$ cat src/hdl/dram_refresh_pkg.sv
// Package with constants and types shared by the memory control and refresh logic.
package dram_refresh_pkg;
   // Clock rate and derived cycle counts.
   localparam int CLK_PERIOD_NS = 100;
   localparam int TICK_PERIOD_US = 30;
   localparam int TICK_CYCLES = (TICK_PERIOD_US * 1000) / CLK_PERIOD_NS;
   localparam int REFRESH_INTERVAL_MS = 2;
   localparam int INTERVAL_CYCLES = (REFRESH_INTERVAL_MS * 1000000) / CLK_PERIOD_NS;
   localparam int STEAL_MAX_NS = 31200;
   localparam int STEAL_MAX_CYCLES = STEAL_MAX_NS / CLK_PERIOD_NS;
   // Row counts for the two supported part sizes.
   localparam int ROWS_4K = 64;
   localparam int ROWS_16K = 128;
   localparam int ROW_W = 7;
   localparam int GRANT_CYCLES = 2;
   localparam logic [1:0] GRANT_LAST = 2'h1;
   // Refresh mode selection.
   typedef enum logic [1:0] {
      MODE_BLOCK = 2'h0,
      MODE_STEAL = 2'h1,
      MODE_TRANSPARENT = 2'h2,
      MODE_NONE = 2'h3
   } refresh_mode_t;
endpackage

$ cat src/hdl/refresh_timer.sv
// Free-running period timer that emits one-cycle ticks.
`timescale 1ns/1ps
`default_nettype none
module refresh_timer #(
   parameter int PERIOD = 300
) (
   input wire logic i_clk, // System clock.
   input wire logic i_rst, // Synchronous reset, active high.
   output logic o_tick // One-cycle pulse each period.
);
   import dram_refresh_pkg::*;
   logic [23:0] count_reg;
   logic [23:0] count_next;
   logic tick_reg;
   logic tick_next;

   // Count down and reload; the tick marks the reload cycle.
   always_comb begin
      if (count_reg == 24'h0) begin
         count_next = 24'(PERIOD - 1);
         tick_next = 1'b1;
      end else begin
         count_next = count_reg - 24'h1;
         tick_next = 1'b0;
      end
   end

   // Registers only; reset restarts the period.
   always_ff @(posedge i_clk) begin
      if (i_rst) begin
         count_reg <= 24'h0;
         tick_reg <= 1'b0;
      end else begin
         count_reg <= count_next;
         tick_reg <= tick_next;
      end
   end

   assign o_tick = tick_reg;
endmodule
`default_nettype wire

$ cat src/hdl/dram_timing_unit.sv
// Dynamic memory chip-enable timing shared by processor and refresh cycles.
`timescale 1ns/1ps
`default_nettype none
module dram_timing_unit (
   input wire logic i_clk, // System clock.
   input wire logic i_rst, // Synchronous reset, active high.
   input wire logic i_cpu_cycle, // Processor access to dynamic memory.
   input wire logic i_refresh_cycle, // Refresh cycle in progress.
   output logic o_chip_enable, // Dynamic RAM chip enable, active high.
   output logic o_refresh_select // High when the row mux shows the refresh row.
);
   import dram_refresh_pkg::*;
   logic ce_reg;
   logic ce_next;
   logic sel_reg;
   logic sel_next;

   // One enable source for both kinds of cycle; refresh wins the mux.
   always_comb begin
      ce_next = i_cpu_cycle | i_refresh_cycle;
      sel_next = i_refresh_cycle;
   end

   // Registers only.
   always_ff @(posedge i_clk) begin
      if (i_rst) begin
         ce_reg <= 1'b0;
         sel_reg <= 1'b0;
      end else begin
         ce_reg <= ce_next;
         sel_reg <= sel_next;
      end
   end

   assign o_chip_enable = ce_reg;
   assign o_refresh_select = sel_reg;
endmodule
`default_nettype wire

$ cat src/hdl/dram_refresh_controller.sv
// Memory select decode and dynamic RAM refresh control for a 16-bit processor bus.
//
// Summary of operation
// Top address bit low selects EPROM, high RAM.
// EPROM select qualified by read direction.
// RAM selected by cycle strobe; write, output gated. Code gates only output enable; write select follows write strobe.
// Processor asserts write three phases after address.
// Processor drops write one phase before address.
// 4K parts: all 64 rows per 2 ms.
// 16K parts: 128 rows per interval.
// Refresh column address is arbitrary.
// Refresh optional when accesses cover all rows.
// Block mode halts processor, refreshes all rows.
// Steal mode one row per steal, 31.2 us.
// Timer ticks every 30 microseconds.
// Request holds until refresh cycle completes.
// Grant in first idle dynamic-memory clock.
// Granted refresh lasts two clock cycles.
// Access in second clock drives ready low. The code drops ready in the second grant clock for an access seen in the first.
// Row address from incrementing modulo counter.
// One timing unit for both cycle kinds.
// Processor does at most three consecutive cycles.
// Refresh request blocks bus hold grant.
// Transparent: strobe rise before non-memory starts refresh.
// Optional interval limit stops extra refreshes.
// Processor drives strobe and read direction properly.
// Reset clears counter, request, grant, timer.
// Static mode input picks one request path.
`timescale 1ns/1ps
`default_nettype none
module dram_refresh_controller #(
   parameter int ROWS = dram_refresh_pkg::ROWS_4K,
   parameter int TICK_CYCLES = dram_refresh_pkg::TICK_CYCLES,
   parameter int INTERVAL_CYCLES = dram_refresh_pkg::INTERVAL_CYCLES,
   parameter bit INTERVAL_LIMIT = 1'b0
) (
   input wire logic i_clk, // System clock, 10 MHz.
   input wire logic i_rst, // Synchronous reset, active high.
   input wire logic [1:0] i_mode, // Refresh mode, static.
   input wire logic i_addr_top_bit, // Most significant address bit, pin.
   input wire logic i_memory_cycle_strobe_n, // Memory cycle strobe, active low, pin.
   input wire logic i_read_direction, // High during memory reads, pin.
   input wire logic i_write_strobe_n, // Write strobe, active low, pin.
   input wire logic i_bus_hold_req, // DMA hold grant request from processor side.
   output logic o_eprom_select_n, // EPROM chip select, active low.
   output logic o_ram_select_n, // Static RAM chip select, active low.
   output logic o_ram_write_n, // Static RAM write select, active low.
   output logic o_ram_output_en, // RAM output drivers enable, active high.
   output logic o_dram_chip_enable, // Dynamic RAM chip enable.
   output logic o_dram_refresh_select, // Row mux shows refresh row.
   output logic [dram_refresh_pkg::ROW_W-1:0] o_refresh_row, // Refresh row address.
   output logic o_refresh_request, // Refresh request pending.
   output logic o_refresh_grant, // Refresh cycle granted.
   output logic o_ready, // Processor ready, low stalls.
   output logic o_hold_halt, // Halts processor during block refresh.
   output logic o_bus_hold_grant // Gated bus hold grant.
);
   import dram_refresh_pkg::*;

   // Two-stage synchronisers for the pin inputs; first stage feeds only the second.
   logic [3:0] sync1_reg;
   logic [3:0] sync2_reg;
   always_ff @(posedge i_clk) begin
      if (i_rst) begin
         sync1_reg <= 4'hf;
         sync2_reg <= 4'hf;
      end else begin
         sync1_reg <= {i_addr_top_bit, i_memory_cycle_strobe_n, i_read_direction,
                       i_write_strobe_n};
         sync2_reg <= sync1_reg;
      end
   end
   logic top_bit;
   logic strobe_n;
   logic rd_dir;
   logic wr_n;
   assign top_bit = sync2_reg[3];
   assign strobe_n = sync2_reg[2];
   assign rd_dir = sync2_reg[1];
   assign wr_n = sync2_reg[0];
   // Write timing relative to address is the processor's job and is not checked here. R4 R5

   // Static decode; the read gating keeps EPROM off the bus during writes.
   logic cycle_on;
   logic dram_access;
   assign cycle_on = ~strobe_n;
   assign dram_access = cycle_on & top_bit;
   logic eprom_sel_reg;
   logic ram_sel_reg;
   logic ram_wr_reg;
   logic ram_oe_reg;
   logic eprom_sel_next;
   logic ram_sel_next;
   logic ram_wr_next;
   logic ram_oe_next;
   always_comb begin
      eprom_sel_next = ~(cycle_on & ~top_bit & rd_dir);
      ram_sel_next = ~(cycle_on & top_bit);
      ram_wr_next = wr_n;
      ram_oe_next = rd_dir & cycle_on & top_bit;
   end
   always_ff @(posedge i_clk) begin
      if (i_rst) begin
         eprom_sel_reg <= 1'b1;
         ram_sel_reg <= 1'b1;
         ram_wr_reg <= 1'b1;
         ram_oe_reg <= 1'b0;
      end else begin
         eprom_sel_reg <= eprom_sel_next;
         ram_sel_reg <= ram_sel_next;
         ram_wr_reg <= ram_wr_next;
         ram_oe_reg <= ram_oe_next;
      end
   end

   // Periodic tick source.
   logic tick;
   refresh_timer #(.PERIOD(TICK_CYCLES)) u_timer (
      .i_clk(i_clk),
      .i_rst(i_rst),
      .o_tick(tick)
   );

   // Refresh sequencer state.
   typedef enum logic [1:0] {ST_IDLE, ST_WAIT, ST_REFRESH, ST_BLOCK} seq_state_t;
   seq_state_t state_reg;
   seq_state_t state_next;
   logic req_reg;
   logic req_next;
   logic [1:0] phase_reg;
   logic [1:0] phase_next;
   logic [ROW_W-1:0] row_reg;
   logic [ROW_W-1:0] row_next;
   logic [8:0] block_left_reg;
   logic [8:0] block_left_next;
   logic stall_reg;
   logic stall_next;
   logic strobe_prev_reg;
   logic [24:0] ivl_reg;
   logic [24:0] ivl_next;
   logic [ROW_W:0] done_reg;
   logic [ROW_W:0] done_next;
   logic ivl_full;
   logic trans_start;
   logic block_tick;
   logic row_step;

   // Transparent start on strobe rise; interval limiter gates steal and transparent starts and every row step.
   assign trans_start = strobe_n & ~strobe_prev_reg;
   assign ivl_full = INTERVAL_LIMIT && (done_reg >= (ROW_W+1)'(ROWS));
   assign block_tick = (ivl_reg == 25'h0);
   assign row_step = (state_reg == ST_REFRESH && phase_reg == GRANT_LAST) ||
                     (state_reg == ST_BLOCK);

   // Next-state logic for the sequencer, counters and ready stall.
   always_comb begin
      state_next = state_reg;
      req_next = req_reg;
      phase_next = phase_reg;
      row_next = row_reg;
      block_left_next = block_left_reg;
      stall_next = 1'b0;
      ivl_next = (ivl_reg == 25'h0) ? 25'(INTERVAL_CYCLES - 1) : ivl_reg - 25'h1;
      done_next = (ivl_reg == 25'h0) ? '0 : done_reg;
      if (row_step && !ivl_full) begin
         // Wrap at the part's row count; column address is don't-care.
         row_next = (row_reg == ROW_W'(ROWS - 1)) ? '0 : row_reg + ROW_W'(1);
         done_next = done_reg + (ROW_W+1)'(1);
      end
      case (state_reg)
         ST_IDLE: begin
            if (i_mode == MODE_STEAL && tick && !ivl_full) begin
               req_next = 1'b1;
               state_next = ST_WAIT;
            end else if (i_mode == MODE_TRANSPARENT && trans_start && !ivl_full) begin
               req_next = 1'b1;
               state_next = ST_REFRESH;
               phase_next = '0;
            end else if (i_mode == MODE_BLOCK && block_tick) begin
               req_next = 1'b1;
               state_next = ST_BLOCK;
               block_left_next = 9'(ROWS * GRANT_CYCLES - 1);
            end
         end
         ST_WAIT: begin
            // Wait for a clock with no dynamic memory access.
            if (!dram_access) begin
               state_next = ST_REFRESH;
               phase_next = '0;
            end
         end
         ST_REFRESH: begin
            if (phase_reg == GRANT_LAST) begin
               state_next = ST_IDLE;
               req_next = 1'b0;
            end else begin
               phase_next = phase_reg + 2'h1;
               stall_next = dram_access;
            end
         end
         ST_BLOCK: begin
            // Processor is halted; one row per two clocks over the whole array.
            if (block_left_reg == 9'h0) begin
               state_next = ST_IDLE;
               req_next = 1'b0;
            end else begin
               block_left_next = block_left_reg - 9'h1;
            end
         end
         default: state_next = ST_IDLE;
      endcase
      // Block mode steps a row only every second clock.
      if (state_reg == ST_BLOCK && block_left_reg[0] == 1'b0) begin
         row_next = row_reg;
         done_next = done_reg;
      end
   end

   always_ff @(posedge i_clk) begin
      if (i_rst) begin
         state_reg <= ST_IDLE;
         req_reg <= 1'b0;
         phase_reg <= '0;
         row_reg <= '0;
         block_left_reg <= '0;
         stall_reg <= 1'b0;
         strobe_prev_reg <= 1'b1;
         ivl_reg <= '0;
         done_reg <= '0;
      end else begin
         state_reg <= state_next;
         req_reg <= req_next;
         phase_reg <= phase_next;
         row_reg <= row_next;
         block_left_reg <= block_left_next;
         stall_reg <= stall_next;
         strobe_prev_reg <= strobe_n;
         ivl_reg <= ivl_next;
         done_reg <= done_next;
      end
   end

   // Shared chip-enable timing for both cycle sources.
   dram_timing_unit u_timing (
      .i_clk(i_clk),
      .i_rst(i_rst),
      .i_cpu_cycle(dram_access),
      .i_refresh_cycle(state_reg == ST_REFRESH || state_reg == ST_BLOCK),
      .o_chip_enable(o_dram_chip_enable),
      .o_refresh_select(o_dram_refresh_select)
   );

   // With no mode selected the logic stays idle, relying on normal accesses. R9
   assign o_eprom_select_n = eprom_sel_reg;
   assign o_ram_select_n = ram_sel_reg;
   assign o_ram_write_n = ram_wr_reg;
   assign o_ram_output_en = ram_oe_reg;
   assign o_refresh_row = row_reg;
   assign o_refresh_request = req_reg;
   assign o_refresh_grant = (state_reg == ST_REFRESH);
   assign o_ready = ~stall_reg;
   assign o_hold_halt = (state_reg == ST_BLOCK);
   assign o_bus_hold_grant = i_bus_hold_req & ~req_reg;

   // Checks on the sequencer and the select decode.
   property p_grant_two;
      @(posedge i_clk) disable iff (i_rst)
         $rose(o_refresh_grant) |-> (o_refresh_grant && o_refresh_request)
            ##1 (o_refresh_grant && o_refresh_request && !req_next)
            ##1 (!o_refresh_grant && !o_refresh_request);
   endproperty
   a_grant_two: assert property (p_grant_two) else $error("grant not two cycles");
   // A pending request that is neither granted nor a block must still stand next clock.
   property p_req_hold;
      @(posedge i_clk) disable iff (i_rst)
         o_refresh_request && !o_refresh_grant && !o_hold_halt |=> o_refresh_request;
   endproperty
   a_req_hold: assert property (p_req_hold) else $error("request dropped early");
   property p_row_step;
      @(posedge i_clk) disable iff (i_rst)
         $fell(o_refresh_grant) && !ivl_full |-> o_refresh_row != $past(o_refresh_row, 2);
   endproperty
   a_row_step: assert property (p_row_step) else $error("row not advanced");
   property p_eprom_write;
      @(posedge i_clk) disable iff (i_rst) !$past(rd_dir) |-> o_eprom_select_n;
   endproperty
   a_eprom_write: assert property (p_eprom_write) else $error("eprom on during write");
   property p_hold_block;
      @(posedge i_clk) disable iff (i_rst) o_refresh_request |-> !o_bus_hold_grant;
   endproperty
   a_hold_block: assert property (p_hold_block) else $error("hold granted during refresh");
   property p_grant_idle;
      @(posedge i_clk) disable iff (i_rst)
         state_reg == ST_WAIT && !dram_access |=> o_refresh_grant;
   endproperty
   a_grant_idle: assert property (p_grant_idle) else $error("grant late");
   property p_ram_sel;
      @(posedge i_clk) disable iff (i_rst) $past(dram_access) |-> !o_ram_select_n;
   endproperty
   a_ram_sel: assert property (p_ram_sel) else $error("ram not selected");
   property p_tick_req;
      @(posedge i_clk) disable iff (i_rst)
         tick && i_mode == MODE_STEAL && state_reg == ST_IDLE && !ivl_full |=> o_refresh_request;
   endproperty
   a_tick_req: assert property (p_tick_req) else $error("tick ignored");
   // A stall is only allowed inside a grant and lasts a single clock.
   property p_ready_stall;
      @(posedge i_clk) disable iff (i_rst) !o_ready |-> o_refresh_grant ##1 o_ready;
   endproperty
   a_ready_stall: assert property (p_ready_stall) else $error("stall outside refresh");
   // The shared timing unit must follow every granted clock with a refresh enable.
   property p_refresh_ce;
      @(posedge i_clk) disable iff (i_rst)
         o_refresh_grant |=> o_dram_chip_enable && o_dram_refresh_select;
   endproperty
   a_refresh_ce: assert property (p_refresh_ce) else $error("refresh enable missing");
   c_steal: cover property (@(posedge i_clk) o_refresh_grant && i_mode == MODE_STEAL);
   c_stall: cover property (@(posedge i_clk) !o_ready);
   c_block: cover property (@(posedge i_clk) $fell(o_hold_halt));
endmodule
`default_nettype wire

$ cat config.mk
export PLATFORM = sky130hd
export DESIGN_NAME = dram_refresh_controller
export DESIGN_NICKNAME = d
export VERILOG_FILES = /design/src/hdl/dram_refresh_pkg.sv /design/src/hdl/refresh_timer.sv /design/src/hdl/dram_timing_unit.sv /design/src/hdl/dram_refresh_controller.sv
export SDC_FILE = /design/constraint.sdc
export NUM_CORES = 1
export LEC_CHECK = 0
export ABC_AREA = 1
export BUFFER_PORTS_ARGS = -buffer_cell sky130_fd_sc_hd__buf_2
export CORE_ASPECT_RATIO = 1.75
export CORE_MARGIN = 8
export CORE_UTILIZATION = 45
export CTS_CLUSTER_SIZE = 8
export DETAILED_ROUTE_END_ITERATION = 7
export SLEW_MARGIN = 30
export SYNTH_ARGS = -nofsm -noshare
export SYNTH_HDL_FRONTEND = slang
export SYNTH_HIERARCHICAL = 1
export SYNTH_SLANG_ARGS = --single-unit
export TNS_END_PERCENT = 1
$ cat constraint.sdc
create_clock -name i_clk -period 1.8 [get_ports i_clk]
set_input_delay 0.18 -clock i_clk [delete_from_list [all_inputs] [get_ports i_clk]]
set_output_delay 0.18 -clock i_clk [all_outputs]
set_load 0.03 [all_outputs]
After elaboration in Yosys (flattened, before gate mapping)
Cells that the tools add are included.
- register bits: 87
- input port bits: 9
- output and inout bits: 18
- word-level logic and storage cells: 110
- add/subtract/negate cells: 5
- equal/unequal tests: 17
- muxes and demuxes: 27
- bitwise gates (word level): 18
- reduce and logical (&&, ||, !) cells: 23
- operators with widths (operator ; number):
    $mux 9 ; 5
    $logic_not 25->1 ; 1
    $sub 25x1->25 const B ; 1
    $logic_not 24->1 ; 1
    $sub 24x1->24 const B ; 1
    $mux 2 ; 10
    $pmux 9 s2 ; 1
    $mux 15 ; 1
    $ne 2x2->1 const B ; 7
    $not 1->1 ; 10
    $reduce_and 5->1 ; 2
    $logic_not 9->1 ; 1
    $sub 9x1->9 const B ; 1
    $pmux 2 s4 ; 1
    $reduce_and 4->1 ; 2
    $add 7x1->7 const B ; 1
    $and 1x1->1 ; 7
    $eq 7x6->1 const B ; 1
    $mux 7 ; 1
    $eq 2x1->1 const B ; 3
    $eq 2x2->1 const B ; 3
    $mux 1 ; 6
    $pmux 2 s3 ; 1
    $reduce_bool 3->1 ; 2
    12 further kinds ; 20

Longest topological paths before layout
Gate-level depths: netlist of run 1.
- depth after elaboration: 6
- gate-level depth with buffers: 13
- gate-level depth less buffers: 12

Cells and area by module
Netlist of run 1, hierarchy kept.
- by module, submodules not included (module ; instances ; cells an instance ; area an instance (um^2)):
    dram_refresh_controller ; 1 ; 378 ; 2723.9
    refresh_timer ; 1 ; 193 ; 1390.1
    dram_timing_unit ; 1 ; 7 ; 61.3

Least setup slack after synthesis of run 1
Ideal clock, no wire load.
- path kind: register to register
- start point: register state_reg[1]
- end point: register row_reg[5], in the netlist o_refresh_row[5]
- arrival: 1.599 ns
- required time: 1.674 ns
- slack: 0.075 ns
- stages on the path, launching flop included: 10
- path buffers: 0
- clock period less this slack: 1.725 ns
- path through: dfxtp_1 -> inv_2 -> nor2_1 -> nand2_1 -> nand2_2 -> inv_2 -> nor2_2 -> nand3_1 -> xor2_1 -> nor2_1
- word-level cells in the longest chain between the ends: 4
- elaborated cells between the ends (all ways): 7
- RTL lines (item ; RTL line ; source):
    start: declaration ; dram_refresh_controller.sv:126 ; seq_state_t state_reg;
    start signal: assignment ; dram_refresh_controller.sv:231 ; state_reg <= state_next;
    $eq 2x2->1 ; -- ;
    net o_refresh_grant ; dram_refresh_controller.sv:53 ; output logic o_refresh_grant,
    $logic_and 1x1->1 ; dram_refresh_controller.sv:152 ; assign row_step = (state_reg == ST_REFRESH && phase_reg == GRANT_LAST) ||
    $logic_or 1x1->1 ; dram_refresh_controller.sv:152 ;
    $reduce_and 2->1 (no line) ; -- ;
    end signal: assignment ; dram_refresh_controller.sv:234 ; row_reg <= row_next;
    end: declaration ; dram_refresh_controller.sv:132 ; logic [ROW_W-1:0] row_reg;
The timed path passes the listed nets, and every way through them passes these cells.
A chain may end at the register's enable or synchronous reset.

Final worst setup path of run 1
- start point: register ivl_reg[0]
- end point: register block_left_reg[7]
- word-level cells in the longest chain between the ends: 4
- RTL lines (item ; RTL line ; source):
    start: declaration ; dram_refresh_controller.sv:139 ; logic [24:0] ivl_reg;
    start signal: assignment ; dram_refresh_controller.sv:238 ; ivl_reg <= ivl_next;
    $logic_not 25->1 ; -- ;
    $logic_and 1x1->1 ; dram_refresh_controller.sv:179 ; end else if (i_mode == MODE_BLOCK && block_tick) begin
    $ne 2x2->1 (no line) ; -- ;
    $reduce_and 5->1 (no line) ; -- ;
    end signal: assignment ; dram_refresh_controller.sv:235 ; block_left_reg <= block_left_next;
    end: declaration ; dram_refresh_controller.sv:134 ; logic [8:0] block_left_reg;
Every way passes these cells.

==> results of run 1 <==
==> through the flow <==
stage,TNS [ps],total power (W),area (µm²),utilization [%]
floorplan,0,0.00697,4180,-
global placement,0,0.00785,4460,49.4
detailed placement,0,0.00794,4460,49.4
CTS,0,0.00983,4760,52.7
global route,-104,0.0107,4770,52.8
finish,0,0.00977,4770,52.8
==> layout make-up <==
cell class | instances | area (µm²) | area share, %
Clock buffer | 10 | 229 | 4.80
Sequential cell | 87 | 1740 | 36.5
Inverter | 77 | 289 | 6.06
Tap cell | 120 | 150 | 3.15
Clock inverter | 6 | 68.8 | 1.44
Timing Repair Buffer | 35 | 198 | 4.14
Multi-Input combinational cell | 406 | 2090 | 43.9
==> critical path: cells and delay by family, from the launching register on <==
| kind | cells | cell delay (ps) |
|---|---|---|
| buf+inv | 1 | 50 |
| simple gates | 10 | 1030 |
| flops | 1 | 320 |
| fa+ha+maj | 1 | 150 |
==> cells by family after synthesis <==
kind of cell / after synthesis / synth area share, %
AO/OA/AOI/OAI: 67 / 8.54
flip-flops: 87 / 41.7
AND/OR/NAND/NOR: 317 / 36.3
buffers and inverters: 85 / 8.33
adder cells (fa/ha/maj): 6 / 1.80
XOR/XNOR: 16 / 3.36
==> what timing repair did <==
action / 4_1_cts / 5_1_grt
hold buffers: 0 / 0
endpoints found under the hold margin: 0 / 0
setup endpoints to repair: 0 / 22
gates resized for setup: 0 / 2
==> path summary, 6_finish.rpt <==
kind | start | to | slack [ps] | cells past startpoint
hold reg to reg | sync1_reg[3] | sync2_reg[3] | 410 | 1
setup / recovery | ivl_reg[0] | block_left_reg[7] | 170 | 12
hold / removal | i_write_strobe_n | sync1_reg[0] | 20 | 2
setup reg to reg | ivl_reg[0] | block_left_reg[7] | 170 | 12
==> layer usage <==
metal  track usage, %  vias to the layer above  wire [µm]
li1                 -                     1915          -
met3             4.18                       10        346
met4             7.00                        0        172
met5                0                        -          0
met2             30.7                       37       5140
met1             15.8                     1665       3620
==> power by group <==
part | leakage, nW | switching [W] | internal, W | total (W)
logic | 1.31 | 0.00315 | 0.00173 | 0.00488
registers | 0.712 | 0.000528 | 0.00251 | 0.00303
clock network | 0.143 | 0.000768 | 0.00108 | 0.00185
total | 2.17 | 0.00445 | 0.00532 | 0.00977
==> synth_stat cells <==
master / n
nand3_2: 2
nor2_4: 6
inv_1: 69
nand3b_2: 1
xor2_1: 13
inv_2: 8
o21bai_1: 3
o21a_1: 1
nor3_1: 8
nand3_4: 1
nand3_1: 36
ha_1: 6
buf_4: 1
nand2_1: 118
nand2_2: 8
o21ai_0: 14
or2_2: 12
o21ai_1: 2
buf_2: 1
and3_1: 2
nor2_1: 79
nor3b_1: 2
or2_0: 2
a31oi_1: 4
xnor2_1: 3
buf_6: 1
nand3b_1: 1
a21oi_1: 41
nor2_2: 25
clkbuf_1: 4
a21oi_2: 1
dfxtp_1: 87
nor3_2: 2
buf_12: 1
a211oi_1: 1
nand2_8: 1
nand4_1: 11
==> impl_metrics.ini, run 1 <==
[run_status]
status = finished, final reports clean

[worst_hold_path]
hold_class = in2reg

[sta]
worst_slack_ps = 173
rsz0062_at_grt = true
maxSlewViolCount = 0
finalHoldWorstSlack_ps = 18.1
max_slew.worst_pin.slew_ps = 327
maxClockFrequency_ghz = 0.615
period_needed_ps = 1630
maxSlewHeadroom_pct = 78.0
finalCritPeriodShare_pct = 90.4
final-hold-violation-count = 0
skew_ps = 5.68
setup_violations = 0

[cts]
cts_root_buf = clkbuf_16
cts_max_level = 3
post_cts_buffers = 0
cts_sinks = 87
cts_inserted_buffers = 9
path_clk_slew_ps = 60
tritoncts = built
clock_latency_ps = 340
clockBufferDepth = 2

[synth]
netlist_area_mm2 = 0.00418
synth.ff_latch_count = 87
synthCells = 578
ys_seq_area_share_pct = 41.7
synthTopCellsByArea = dfxtp_1, nand2_1, nor2_1
synth_top_area_cell = dfxtp_1
synth_warnings = 6
postSynthAreaPerCell_um2 = 7.22
synth.distinct_cells = 37
synth_nets = 593
synth.top_cell.area_share_pct = 41.7

[global_routing]
gr-usage-all-layers_pct = 16.3
grt_max_degree = 22
grt_pass1_vias = 3577
grt_first_pass_wirelength_um = 16200
gr-total-overflow = 0
antenna_found_initial = 0

[final_layout]
synthToLayoutAreaGrowth_pct = 14.2
drive_above_1_share_pct = 19.0
final_cell_mix = nand2_1, dfxtp_1, nor2_1
layout.nets = 631
largest_register_ffs = 25
final_common_cell = nand2_1
layout.cells.non_filler = 741
fillers = 911
diodes = 0

[setup_path]
critical_path.endpoint_type = flip-flop
arrival_ps = 1900
required_ps = 2070
worstSetupPathType = reg2reg
crit_chain = inv_2 > ha_1 > nand2_1 > nor2_2 > nand2_2 > nor2_4 > nand3_2 > nand2_2 > nand2_4 > nand2_1 > nand2_1 > nor2_1
cp_slowest_cell = dfxtp_1
max_stage_delay_ps = 320
cp_max_fo = 11
startpoint_type = flip-flop
crit_top_cell = nand2_1

[place]
dpl_worst_slack_ps = 133
dp_cells = 725
place_congestion = 0.812
numPortBuffers = 26
dp_hpwl_um = 7260

[routing]
drt_iter0_drc = 175
vias_per_cell = 4.89
dr.pass1.iters = 4
drc = 0
vias = 3627
avgRoutedWirePerCell_um = 12.5
wirelength_um = 9270
final_antenna_net_count = 0

[pwr]
p_leak_nw = 2.17
power_density_mw_per_mm2 = 2050
vdd.ir_drop.worst_mv = 1.45

[floorplan]
core_mm2 = 0.00904
num_rows = 46
start_util_pct = 46.2
dieArea_mm2 = 0.0127
pin_count = 27
die_h_um = 143
die_w_um = 88.8

[run]
drv_cap = 0
(Power assumes the default switching activity.)
==> run 2: changes to the inputs <==
--- a/config.mk
+++ b/config.mk
@@ -8,10 +8,12 @@
 export ABC_AREA = 1
 export BUFFER_PORTS_ARGS = -buffer_cell sky130_fd_sc_hd__buf_2
 export CORE_ASPECT_RATIO = 1.75
-export CORE_MARGIN = 8
-export CORE_UTILIZATION = 45
+export CORE_MARGIN = 5
+export CORE_UTILIZATION = 60
 export CTS_CLUSTER_SIZE = 8
 export DETAILED_ROUTE_END_ITERATION = 7
+export MAX_ROUTING_LAYER = met4
+export PLACE_DENSITY = 0.79
 export SLEW_MARGIN = 30
 export SYNTH_ARGS = -nofsm -noshare
 export SYNTH_HDL_FRONTEND = slang
==> run 2 against run 1 <==
- final cell count decreased by 5.3%
- critical path depth decreased by 2
- total power increased by 0.48%
- worst setup slack lost 38 ps
- highest routed layer unchanged
- combinational power about the same
- flip-flop and latch count unchanged
- largest power group unchanged
- maximum frequency decreased by 2.3%
- die area is 31% lower
- worst hold slack gained 14 ps
- routed wire length down 6.9%
- critical path type unchanged
- clock power is 3% higher
==> impl_metrics.ini, run 2 (synthesis gave the netlist of run 1 again) <==
[run_status]
status = finished, final reports clean

[floorplan]
pin_count = 27
start_util_pct = 61.3
dieArea_mm2 = 0.00879
core_mm2 = 0.00681
die_h_um = 120
die_w_um = 73.1
num_rows = 40

[pwr]
swShare_pct = 44.8
power_density_mw_per_mm2 = 2080
p_seq_share_pct = 31.0
power.net_switching_w = 0.00440
p_leak_nw = 2.16
power_w = 0.00981
vdd.ir_drop.worst_mv = 1.42
intPower_w = 0.00541
pwr-share-clk_pct = 19.3
p_comb_share_pct = 49.7

[sta]
maxClockFrequency_ghz = 0.601
period_needed_ps = 1660
max_slew.worst_pin.slew_ps = 367
final-hold-violation-count = 0
finalCritPeriodShare_pct = 92.5
setup_tns_ps = 0
maxSlewViolCount = 0
finalHoldWorstSlack_ps = 32.3
setup_violations = 0
rsz0062_at_grt = true
skew_ps = 6.20
maxSlewHeadroom_pct = 75.4

[worst_hold_path]
hold_class = in2reg
holdPathEnd = sync1_reg[0]
hold_path_depth = 2
hp-start = i_write_strobe_n

[global_routing]
grt_pass1_vias = 3593
gr-total-overflow = 0
gr-usage-all-layers_pct = 21.9
antenna_found_initial = 0
grt_first_pass_wirelength_um = 14900
grt_max_degree = 23

[routing]
drt_iter0_drc = 164
vias_per_cell = 5.17
wirelength_um = 8640
vias = 3626
dr.pass1.iters = 4
drc = 0
final_antenna_net_count = 0
avgRoutedWirePerCell_um = 12.3

[setup_path]
worstSetupPathType = reg2reg
critical_path.endpoint_type = flip-flop
reg2reg_depth = 10
timing.rr.start = block_left_reg[0]
cp_max_fo = 11
ff2ff_setup_slack_ps = 140
required_ps = 2030
arrival_ps = 1890
startpoint_type = flip-flop
rr_endpoint = block_left_reg[7]

[cts]
path_clk_slew_ps = 60
clock_latency_ps = 340
cts_max_level = 3
tritoncts = built
cts_inserted_buffers = 9
cts_sinks = 87
hold_buffers = 0
clockBufferDepth = 2
cts_root_buf = clkbuf_16

[run]
drv_cap = 0

[final_layout]
diodes = 0
drive_above_1_share_pct = 18.6
layout.nets = 628
final_common_cell = nand2_1
synthToLayoutAreaGrowth_pct = 12.9
finish.instance_area_mm2 = 0.00471
largest_register_ffs = 25
final_util_pct = 69.3
final_cell_mix = nand2_1, dfxtp_1, nor2_1

[place]
dpl_cell_area_mm2 = 0.00440
dp_hpwl_um = 6490
place_congestion = 0.876
numPortBuffers = 26
-- run 2: cell types whose count changed in the layout (fill, tap and decap cells not counted) --
cell	before	now
clkinv_4	2	0
clkinv_2	1	2
clkinvlp_4	1	0
clkbuf_8	0	3
buf_4	9	6
inv_6	1	0
-- run 2: routing by layer --
| layer | up-vias | routed length [µm] | GRT usage, % |
|---|---|---|---|
| li1 | 1899 | - | - |
| met1 | 1656 | 3290 | 21.2 |
| met2 | 49 | 4820 | 39.5 |
| met3 | 22 | 235 | 4.08 |
| met4 | 0 | 282 | 11.9 |
| met5 | - | 0 | - |
-- run 2: cell type report --
class	count	area, µm²
Clock buffer	13	270
Clock inverter	3	40.0
Fill cell	595	2090
Inverter	77	289
Multi-Input combinational cell	406	2090
Sequential cell	87	1740
Tap cell	84	105
Timing Repair Buffer	32	175
-- run 2: timing repair --
action                                  CTS  global route
buffers inserted                          0             0
endpoints found under the setup margin    0            22
resized for setup                         0             2
-- run 2: worst max-delay path: stages (launching register included) --
cell and delay (ps):
dfxtp_1 350, inv_1 70, ha_1 220, nand2_1 90, inv_1 50, nand2_1 80, nor2_1 60, o21ai_1 310
nand2_4 160, nor2_1 130, nor2_1 50
-- run 2: power groups by stage --
stage	sequential (W)	combinational (W)	clock [W]
final	0.00304	0.00488	0.00190
after global routing	0.00310	0.00559	0.00204
after CTS	0.00304	0.00489	0.00194
after detailed placement	0.00307	0.00485	0
after global placement	0.00304	0.00467	0
after floorplan	0.00299	0.00398	0
-- run 2: how the worst max path moves through the flow --
stage / from / end / slack (ps)
global route: ivl_reg[1] / block_left_reg[4] / -50
CTS: ivl_reg[0] / block_left_reg[7] / 100
detailed placement: ivl_reg[0] / ivl_reg[22] / 120
finish: block_left_reg[0] / block_left_reg[7] / 140
floorplan: state_reg[1] / o_refresh_row[5] / 80
global placement: ivl_reg[0] / ivl_reg[22] / 190
-- run 2: per-stage QoR --
step	cells	worst slack (ps)
CTS	702	96.4
global route	702	-49.2
global placement	686	193
floorplan	578	75.0
detailed placement	686	123
finish	702	136
==> run 3: changes to the inputs <==
--- a/config.mk
+++ b/config.mk
@@ -12,6 +12,7 @@
 export CORE_UTILIZATION = 60
 export CTS_CLUSTER_SIZE = 8
 export DETAILED_ROUTE_END_ITERATION = 7
+export GPL_TIMING_DRIVEN = 0
 export MAX_ROUTING_LAYER = met4
 export PLACE_DENSITY = 0.79
 export SLEW_MARGIN = 30
==> run 3 against run 2 <==
- clock skew up 0.75 ps
- sequential power about the same
- clock-buffer cell count decreased by 4
- sequential share of layout area shrank 0.51 points
- utilization is 1.0 points higher
- final area rose by 1.5%
- worst setup slack lost 2.3 ps
- global-route usage up 0.55 points
- critical path type unchanged
- largest power group unchanged
==> impl_metrics.ini, run 3 (synthesis gave the netlist of run 1 again) <==
[pwr]
power.net_switching_w = 0.00452
vdd.ir_drop.worst_mv = 1.26
power_density_mw_per_mm2 = 2110
pwr-share-clk_pct = 19.0
swShare_pct = 44.8
p_comb_share_pct = 50.7
p_seq_share_pct = 30.3
p_leak_nw = 2.18
intPower_w = 0.00558
power_w = 0.0101

[global_routing]
grt_max_degree = 14
antenna_found_initial = 0
grt_pass1_vias = 3610
grt_first_pass_wirelength_um = 15200
gr-usage-all-layers_pct = 22.4
gr-total-overflow = 0

[setup_path]
crit_chain = inv_2 > ha_4 > nand2_4 > nor2_4 > nand2_4 > nor2_4 > nand3_2 > nand2_2 > nand2_2 > buf_6 > nor2_1 > nor2_1
required_ps = 2030
cp_slowest_cell = dfxtp_2
critical_path.endpoint_type = flip-flop
arrival_ps = 1900
startpoint_type = flip-flop
cp_max_fo = 10
crit_buf_inv = 2
path_delay_family = simple AND/OR/NAND/NOR gates
max_stage_delay_ps = 320
worstSetupPathType = reg2reg

[sta]
max_slew.worst_pin.slew_ps = 496
setup_violations = 0
skew_ps = 6.96
maxSlewViolCount = 0
setup_tns_ps = 0
final-hold-violation-count = 0
maxClockFrequency_ghz = 0.600
maxSlewHeadroom_pct = 66.9
period_needed_ps = 1670
finalHoldWorstSlack_ps = 30.6
finalCritPeriodShare_pct = 92.6

[routing]
wirelength_um = 9140
avgRoutedWirePerCell_um = 13.0
final_antenna_net_count = 0
vias = 3701
drt_iter0_drc = 207
drc = 0
vias_per_cell = 5.25
dr.pass1.iters = 6

[place]
numPortBuffers = 26
dp_cells = 688
place_congestion = 0.884
dp_hpwl_um = 6760

[final_layout]
layout.cells.non_filler = 705
layout.area.seq_mm2 = 0.00174
drive_above_1_share_pct = 19.8
synthToLayoutAreaGrowth_pct = 14.6
diodes = 0
final_common_cell = nand2_1
fillers = 585
final_cell_mix = nand2_1, dfxtp_1, nor2_1
largest_register_ffs = 25
multi_input_area_mm2 = 0.00214
layout.nets = 633

[run_status]
status = finished, final reports clean

[worst_hold_path]
hold_class = in2reg

[cts]
clockBufferDepth = 2
cts_root_buf = clkbuf_16
hold_buffers = 0
path_clk_slew_ps = 60
cts_max_level = 3
cts_inserted_buffers = 9
cts_sinks = 87
tritoncts = built
clock_latency_ps = 340

[floorplan]
die_w_um = 73.1
core_mm2 = 0.00681
num_rows = 40
dieArea_mm2 = 0.00879
pin_count = 27
die_h_um = 120
start_util_pct = 61.3

[run]
drv_cap = 0
## run 3: cell count changes in the layout (fill, tap and decap cells not counted), moves of 2 or more
cell,before,now
buf_4,6,4
clkbuf_1,1,4
clkbuf_8,3,0
nand2_1,117,114
nand2_2,8,10
## run 3: metrics by stage
step | setup WS [ps] | area, µm² | utilization [%]
after detailed placement | -89.8 | 4410 | 64.8
after CTS | 18.9 | 4720 | 69.3
after floorplan | 75.0 | 4180 | -
after global routing | -21.6 | 4780 | 70.3
after global placement | -64.3 | 4410 | 64.8
final | 133 | 4780 | 70.3
## run 3: per-layer routing
metal | global-route usage (%) | routed length, µm | up-vias
met1 | 21.7 | 3540 | 1724
li1 | - | - | 1906
met5 | - | 0 | -
met3 | 4.41 | 215 | 22
met2 | 40.8 | 5120 | 49
met4 | 11.2 | 256 | 0
## run 3: timing repair
action | CTS | global route
hold endpoints to repair | 0 | 0
setup buffers | 0 | 3
pin swaps | 0 | 6
resized for setup | 2 | 12
setup endpoints to repair | 13 | 25
## run 3: path summary, 6_finish.rpt
path | start | end | slack [ps] | depth (start not counted)
max | ivl_reg[0] | block_left_reg[7] | 130 | 12
min | i_addr_top_bit | sync1_reg[3] | 30 | 2
max reg2reg | ivl_reg[0] | block_left_reg[7] | 130 | 12
min reg2reg | sync2_reg[0] | o_ram_write_n | 410 | 1
## run 3: area by class of cell
type	instances	area share, %
multi-input combinational	406	44.6
buffer	8	1.23
clock buffer	9	4.71
inverter	77	6.04
clock inverter	5	1.57
timing repair buffer	29	3.19
tap	84	2.20
sequential	87	36.4
## run 3: power groups by stage
stage	registers [W]	logic, W	clock network [W]
after floorplan	0.00299	0.00398	0
after global placement	0.00305	0.00471	0
after detailed placement	0.00307	0.00485	0
after CTS	0.00304	0.00493	0.00195
after global routing	0.00313	0.00582	0.00203
final	0.00306	0.00512	0.00192
